**src/pkg/ptc_pkg.sv**
```systemverilog
// package: offsets, field layout, reset values and timing of the pack topology register
package ptc_pkg;
  // register map
  localparam logic [7:0] PTC_OFFSET = 8'h18;
  // field positions
  localparam int FLEX_B_BIT = 15;
  localparam int FLEX_A_BIT = 14;
  localparam int SCAN_DLY_BIT = 13;
  localparam int UNUSED_BIT = 12;
  localparam int BLOCK_LSB = 8;
  localparam int CELL_B_LSB = 4;
  localparam int CELL_A_LSB = 0;
  // reset values
  localparam logic [15:0] PTC_RESET = 16'hefff;
  // supported top-cell / top-block range
  localparam logic [3:0] SEL_MIN = 4'h8;
  localparam logic [3:0] SEL_MAX = 4'he;
  localparam logic [3:0] SEL_BLOCK_PIN = 4'hf;
  // settle delay before sampling the top cell
  localparam int SETTLE_NS = 30000;
  localparam int CLK_PERIOD_NS = 10;
  localparam int SETTLE_CYCLES = (SETTLE_NS + CLK_PERIOD_NS - 1) / CLK_PERIOD_NS;
  localparam int CNT_W = 12;

  // stored register fields
  typedef struct packed {
    logic flex_enable_copy_b;
    logic flex_enable_copy_a;
    logic alt_scan_settle_delay;
    logic [3:0] block_top_select;
    logic [3:0] cell_top_select_b;
    logic [3:0] cell_top_select_a;
  } ptc_fields_s;

  // effective analog mux controls
  typedef struct packed {
    logic [6:0] supply_pin_switch_mux;
    logic supply_common_switch;
    logic [3:0] block_divider_mux;
  } ptc_mux_s;
endpackage

```
**src/verilog/ptc_top.sv**
```systemverilog
// pack topology configuration register and its effective mux controls
`timescale 1ns/10ps
// =====================================================================
// Contract
// - each enable copy: 0 off, 1 on, resets 1
// - effective enable is common value when copies agree
// - copies disagree: effective enable forced to one
// - copies disagree: supply switch mux forced off
// - agreed top cell 0x8..0xE picks cells 8..14
// - unsupported top cell: individual switches open, common closed
// - top block 0x8..0xE picks divider cells 8..14
// - unsupported top block routes divider to block pin
// - engaged flex selects internal power and block path
// - scan delay, block, cell copies reset 1,F,F,F
// - cell copies disagree: no alert masking, supply off
// - top block ignored when effective enable is zero
// - delayed alt scan waits 30 us before sampling; here only with flex engaged and a supported agreed top cell, else at once
module ptc_top
(
  input wire logic CLK,
  input wire logic RST_N,
  input wire logic REG_WR,
  input wire logic REG_RD,
  input wire logic [7:0] REG_ADDR,
  input wire logic [15:0] REG_WDATA,
  output logic [15:0] REG_RDATA,
  output logic REG_ACK,
  input wire logic ALT_SCAN_START,
  output logic TOP_SAMPLE_GO,
  output logic FLEX_ENGAGED,
  output logic [6:0] SUPPLY_SWITCH_SEL,
  output logic SUPPLY_COMMON_SWITCH,
  output logic [3:0] BLOCK_DIVIDER_SEL,
  output logic CELL_TOP_AGREED,
  output logic [3:0] CELL_TOP_VALUE
);

  // =====================================================================
  // reset release
  logic rst_s1_r; // first stage of reset release
  logic rst_n_r; // released reset used by the design

  // async assert, two-flop release
  always_ff @(posedge CLK or negedge RST_N)
  begin
    if (!RST_N)
    begin
      rst_s1_r <= 1'b0;
      rst_n_r <= 1'b0;
    end
    else
    begin
      rst_s1_r <= 1'b1;
      rst_n_r <= rst_s1_r;
    end
  end

  // =====================================================================
  // helpers
  // true for a supported cell / block code
  function automatic logic sel_ok(input logic [3:0] s);
    sel_ok = (s >= ptc_pkg::SEL_MIN) && (s <= ptc_pkg::SEL_MAX);
  endfunction

  // =====================================================================
  // register storage
  ptc_pkg::ptc_fields_s cfg_r; // stored fields
  ptc_pkg::ptc_fields_s cfg_nxt; // next stored fields
  logic [15:0] rdata_r; // read data register
  logic [15:0] rdata_nxt; // next read data
  logic ack_r; // access acknowledge
  logic ack_nxt; // next acknowledge
  logic hit; // address decode
  logic [15:0] reg_view; // register as software sees it

  // stored fields packed back with bit 12 forced low
  always_comb
  begin
    reg_view = 16'h0000;
    reg_view[ptc_pkg::FLEX_B_BIT] = cfg_r.flex_enable_copy_b;
    reg_view[ptc_pkg::FLEX_A_BIT] = cfg_r.flex_enable_copy_a;
    reg_view[ptc_pkg::SCAN_DLY_BIT] = cfg_r.alt_scan_settle_delay;
    reg_view[ptc_pkg::UNUSED_BIT] = 1'b0;
    reg_view[ptc_pkg::BLOCK_LSB +: 4] = cfg_r.block_top_select;
    reg_view[ptc_pkg::CELL_B_LSB +: 4] = cfg_r.cell_top_select_b;
    reg_view[ptc_pkg::CELL_A_LSB +: 4] = cfg_r.cell_top_select_a;
  end

  // write, read and acknowledge next values
  always_comb
  begin
    hit = (REG_ADDR == ptc_pkg::PTC_OFFSET);
    cfg_nxt = cfg_r;
    rdata_nxt = rdata_r;
    ack_nxt = REG_WR || REG_RD;
    if (REG_WR && hit)
    begin
      // every field writable; bit 12 dropped
      cfg_nxt.flex_enable_copy_b = REG_WDATA[ptc_pkg::FLEX_B_BIT];
      cfg_nxt.flex_enable_copy_a = REG_WDATA[ptc_pkg::FLEX_A_BIT];
      cfg_nxt.alt_scan_settle_delay = REG_WDATA[ptc_pkg::SCAN_DLY_BIT];
      cfg_nxt.block_top_select = REG_WDATA[ptc_pkg::BLOCK_LSB +: 4];
      cfg_nxt.cell_top_select_b = REG_WDATA[ptc_pkg::CELL_B_LSB +: 4];
      cfg_nxt.cell_top_select_a = REG_WDATA[ptc_pkg::CELL_A_LSB +: 4];
    end
    if (REG_RD)
    begin
      // unmapped addresses read as zero
      rdata_nxt = hit ? reg_view : 16'h0000;
    end
  end

  // register the storage
  always_ff @(posedge CLK or negedge rst_n_r)
  begin
    if (!rst_n_r)
    begin
      // bit 12 has no storage: drop it so every field keeps its place
      cfg_r <= ptc_pkg::ptc_fields_s'({ptc_pkg::PTC_RESET[15:13],
                                       ptc_pkg::PTC_RESET[11:0]});
      rdata_r <= 16'h0000;
      ack_r <= 1'b0;
    end
    else
    begin
      cfg_r <= cfg_nxt;
      rdata_r <= rdata_nxt;
      ack_r <= ack_nxt;
    end
  end

  // =====================================================================
  // effective controls
  logic flex_agree; // enable copies match
  logic flex_eff; // effective flex enable
  logic cell_agree; // top-cell copies match
  logic cell_ok; // agreed top cell is supported
  ptc_pkg::ptc_mux_s mux_nxt; // next mux controls
  ptc_pkg::ptc_mux_s mux_r; // registered mux controls
  logic [3:0] cell_idx; // switch index for cells 8..14

  // decode redundant copies into mux controls
  always_comb
  begin
    flex_agree = (cfg_r.flex_enable_copy_a == cfg_r.flex_enable_copy_b);
    flex_eff = flex_agree ? cfg_r.flex_enable_copy_a : 1'b1;
    cell_agree = (cfg_r.cell_top_select_a == cfg_r.cell_top_select_b);
    cell_ok = cell_agree && sel_ok(cfg_r.cell_top_select_a);
    cell_idx = cfg_r.cell_top_select_a - ptc_pkg::SEL_MIN;
    // off position: individual switches open, common switch closed
    mux_nxt.supply_pin_switch_mux = 7'h00;
    mux_nxt.supply_common_switch = 1'b1;
    mux_nxt.block_divider_mux = ptc_pkg::SEL_BLOCK_PIN;
    if (flex_agree && flex_eff && cell_ok)
    begin
      mux_nxt.supply_pin_switch_mux = 7'h01 << cell_idx[2:0];
    end
    if (flex_eff && sel_ok(cfg_r.block_top_select))
    begin
      mux_nxt.block_divider_mux = cfg_r.block_top_select;
    end
  end

  // register mux controls and flex status
  logic flex_eff_r; // registered effective enable
  logic cell_agree_r; // registered cell agreement
  always_ff @(posedge CLK or negedge rst_n_r)
  begin
    if (!rst_n_r)
    begin
      mux_r <= '{supply_pin_switch_mux: 7'h00, supply_common_switch: 1'b1,
                 block_divider_mux: ptc_pkg::SEL_BLOCK_PIN};
      flex_eff_r <= 1'b1;
      cell_agree_r <= 1'b1;
    end
    else
    begin
      mux_r <= mux_nxt;
      flex_eff_r <= flex_eff;
      cell_agree_r <= cell_agree;
    end
  end

  // =====================================================================
  // settle delay before top-cell sampling
  logic [ptc_pkg::CNT_W-1:0] cnt_r; // remaining settle cycles
  logic [ptc_pkg::CNT_W-1:0] cnt_nxt; // next count
  logic busy_r; // settle wait in progress
  logic busy_nxt; // next busy
  logic go_r; // sample strobe
  logic go_nxt; // next strobe

  // start, count down, then strobe the sample
  always_comb
  begin
    cnt_nxt = cnt_r;
    busy_nxt = busy_r;
    go_nxt = 1'b0;
    if (busy_r)
    begin
      if (cnt_r == '0)
      begin
        busy_nxt = 1'b0;
        go_nxt = 1'b1;
      end
      else
      begin
        cnt_nxt = cnt_r - 1'b1;
      end
    end
    else if (ALT_SCAN_START)
    begin
      if (cfg_r.alt_scan_settle_delay && flex_eff && cell_ok)
      begin
        busy_nxt = 1'b1;
        cnt_nxt = ptc_pkg::CNT_W'(ptc_pkg::SETTLE_CYCLES - 2);
      end
      else
      begin
        go_nxt = 1'b1; // no delay: sample at once
      end
    end
  end

  // register the delay state
  always_ff @(posedge CLK or negedge rst_n_r)
  begin
    if (!rst_n_r)
    begin
      cnt_r <= '0;
      busy_r <= 1'b0;
      go_r <= 1'b0;
    end
    else
    begin
      cnt_r <= cnt_nxt;
      busy_r <= busy_nxt;
      go_r <= go_nxt;
    end
  end

  // =====================================================================
  // outputs
  assign REG_RDATA = rdata_r;
  assign REG_ACK = ack_r;
  assign TOP_SAMPLE_GO = go_r;
  assign FLEX_ENGAGED = flex_eff_r;
  assign SUPPLY_SWITCH_SEL = mux_r.supply_pin_switch_mux;
  assign SUPPLY_COMMON_SWITCH = mux_r.supply_common_switch;
  assign BLOCK_DIVIDER_SEL = mux_r.block_divider_mux;
  assign CELL_TOP_AGREED = cell_agree_r;
  assign CELL_TOP_VALUE = cfg_r.cell_top_select_a;

endmodule
```
**config.mk**
```make
export PLATFORM = sky130hd
export DESIGN_NAME = ptc_top
export DESIGN_NICKNAME = d
export VERILOG_FILES = /design/src/pkg/ptc_pkg.sv /design/src/verilog/ptc_top.sv
export SDC_FILE = /design/constraint.sdc
export NUM_CORES = 1
export LEC_CHECK = 0
export ABC_AREA = 1
export BUFFER_PORTS_ARGS = -buffer_cell sky130_fd_sc_hd__buf_2
export CAP_MARGIN = 20
export CORE_ASPECT_RATIO = 1.5
export CORE_MARGIN = 2
export CORE_UTILIZATION = 30
export CTS_CLUSTER_SIZE = 8
export DETAILED_ROUTE_END_ITERATION = 10
export PLACE_DENSITY = 0.48
export SLEW_MARGIN = 20
export SYNTH_ARGS = -nofsm -noshare
export SYNTH_HDL_FRONTEND = slang
export SYNTH_SLANG_ARGS = --single-unit
export TNS_END_PERCENT = 50
```
**constraint.sdc**
```tcl
create_clock -name CLK -period 2 [get_ports CLK]
set_input_delay 0.3 -clock CLK [delete_from_list [all_inputs] [get_ports CLK]]
set_output_delay 0.3 -clock CLK [all_outputs]
set_load 0.02 [all_outputs]
```
==> metrics.txt <==
GPL Wtd Cong=0.8203; ratio of cells with drive above 1 in the final layout=28.97%; worst vdd ir=0.4937 mV; worst-case reg-to-reg path depth=7; Die ar.=0.009930 mm^2; CTS Sinks=60; DP HPWL=4.561 mm; DIE HEIGHT=121.1 um; CP required=2.26 ns; unique cell type count in the Yosys netlist=28; PD cells=878.2 mW/mm^2; I/O pins=65; hold depth=3; vias in the first global route=2238; DR iter-0 viols=82; row cnt=42; final setup vio count=0; run status=completed; Total Power=3.050 mW; final antenna-violating net count=0; leak pwr=1.852 nW; Die Wd=82.04 um; routed vias=2194; final slew viol count=0; largest net degree at the start of global routing=32; Max Cap Viol=0; #FFs+latches synth=60; area delta synth->final=26.76%; Max Buffers Root-to-Sink=2; Reg clk slew, reported paths=0.05 ns; most frequent cells in the layout=nand2_1 (93), buf_2 (61), inv_1 (44); DRC Markers=0; final worst-path cycle share=83.22%; Critical R2R Launch=CELL_TOP_VALUE[3]; post-synthesis sequential area ratio=55.75%; cts repair resizes=0; Achievable Freq=600.8 MHz; Startpoint Class=register; worst-skew pair later-pin latency=0.32 ns; first-pass GRT wire length=10.54 mm; Mapped Cells=321; placed insts=483; Post-Synthesis Mean Instance Area=8.536 um^2; worst-margin pin slew=0.5211 ns; WL per Instance=12.57 um; worst-path fanout max=12; WL final=6.286 mm; vias per inst=4.388; Arr. time, crit path=1.93 ns; non-filler instance count after layout=500; WS Path Type=reg2reg; Global Route Usage Sum=14.14%; mapped cell area=0.002740 mm^2; reg2reg setup slack=0.34 ns; CTS tree=built; Reg-to-Reg End=cnt_r[10]; # nets final=416; Hold Path Sink=cfg_r[14]; warning count from the yosys run=0; clk_skew=0.003713 ns; commonest non-fill, non-tap cell in the layout=nand2_1; gr ovfl total=0; top cell type's share of synthesized area=35.62%; CP Capture Type=register; number of hold violations in the final report=0; Area contributors post-synth=dfrtp_1 (36%), dfstp_2 (20%), nand2_1 (13%); setup TNS=0 ns; first drt pass iteration count=4; min cycle time layout=1.664 ns; Ant. Diodes=0; I/O Buffers=61; Hold WC Path Type=in2reg; core footprint=0.008828 mm^2; Clock Root Buffer=clkbuf_16; Post-synth EDFFs=0; Hold Path Origin=REG_WDATA[15]; Starting Density=31.04%; async set-reset flop share out of synthesis=100.0%; RSZ-0062 raised after global routing=no; H-tree depth=3; cell taking the most area after synthesis=dfrtp_1; initial antenna violation count=0; cts bufs inserted=9; Slew HR=65.26%; ys flop type=dfrtp_1
## flip-flops by register name, summed over array words and instances, names as in the netlist
register and count:
busy_r 1, BLOCK_DIVIDER_SEL 4, rst_s1_r 1, REG_ACK 1, rst_n_r 1, cfg_r 11
SUPPLY_SWITCH_SEL 7, cnt_r 12, FLEX_ENGAGED 1, CELL_TOP_AGREED 1, CELL_TOP_VALUE 4, TOP_SAMPLE_GO 1
REG_RDATA 15
## power breakdown
part           switching, mW  leakage (nW)  internal (mW)
logic                  0.114         0.943         0.0650
clock network          0.522         0.156           1.05
registers             0.0332         0.753           1.27
## cell families after synthesis
group,share of synthesized area [%]
AO/OA/AOI/OAI,8.402
buffers and inverters,10.09
adder cells (fa/ha/maj),0.9131
flip-flops,55.75
XOR/XNOR,1.279
other,0.2741
AND/OR/NAND/NOR,23.29
## worst max path at each step
stage / start / end
2_1_floorplan: rst_n_r / REG_ACK
3_3_place_gp: CELL_TOP_VALUE[3] / cnt_r[10]
3_5_place_dp: CELL_TOP_VALUE[3] / cnt_r[10]
4_1_cts: CELL_TOP_VALUE[3] / cnt_r[10]
5_1_grt: CELL_TOP_VALUE[1] / cnt_r[10]
6_report: CELL_TOP_VALUE[3] / cnt_r[10]
## metrics by stage
stage | hold WS (ns) | instance area (um^2) | util (%) | setup WS (ns)
finish | 0.1751 | 3473 | 39.34 | 0.3357
global route | 0.1906 | 3473 | 39.34 | 0.1543
CTS | 0.1650 | 3473 | 39.34 | 0.3005
detailed placement | 0.08833 | 3146 | 35.63 | 0.3104
global placement | 0.08514 | 3146 | 35.63 | 0.3419
floorplan | 0.004409 | 2748 | - | 0.2425
## area by class of cell
cell class	count	area (um^2)
multi-input combinational	200	943.4
timing repair buffer	68	372.9
inverter	46	172.7
clock inverter	2	12.51
clock buffer	14	305.3
tap	110	137.6
fill	961	5355
sequential	60	1529
## synthesized netlist by cell type (3+ instances only)
| master | n |
|---|---|
| nand4_1 | 3 |
| buf_4 | 8 |
| nor3_1 | 4 |
| o21ai_0 | 22 |
| nor2_1 | 19 |
| inv_1 | 44 |
| dfstp_2 | 21 |
| nand3_1 | 21 |
| dfrtp_1 | 39 |
| o22ai_1 | 15 |
| nand2_1 | 93 |
| clkbuf_1 | 6 |
## worst max-delay path, stage by stage (launching register included)
cell and delay [ns]:
dfstp_2 0.58, xnor2_1 0.13, nand2_1 0.13, nor2_4 0.12, nand4_2 0.20, nand2_2 0.30, nand2_1 0.09, nand2_1 0.07
## routing by layer
layer	up-vias	track usage (%)	wire, um
met3	11	2.976	275
met1	1012	16.49	2622
met2	40	23.42	3229
met4	0	8.125	160
li1	1131	-	-
met5	-	0	0
## timing repair
action / CTS / global route
hold buffers: 1 / 0
setup buffers: 0 / 0
hold endpoints to repair: 2 / 0
(Power assumes the default switching activity.)
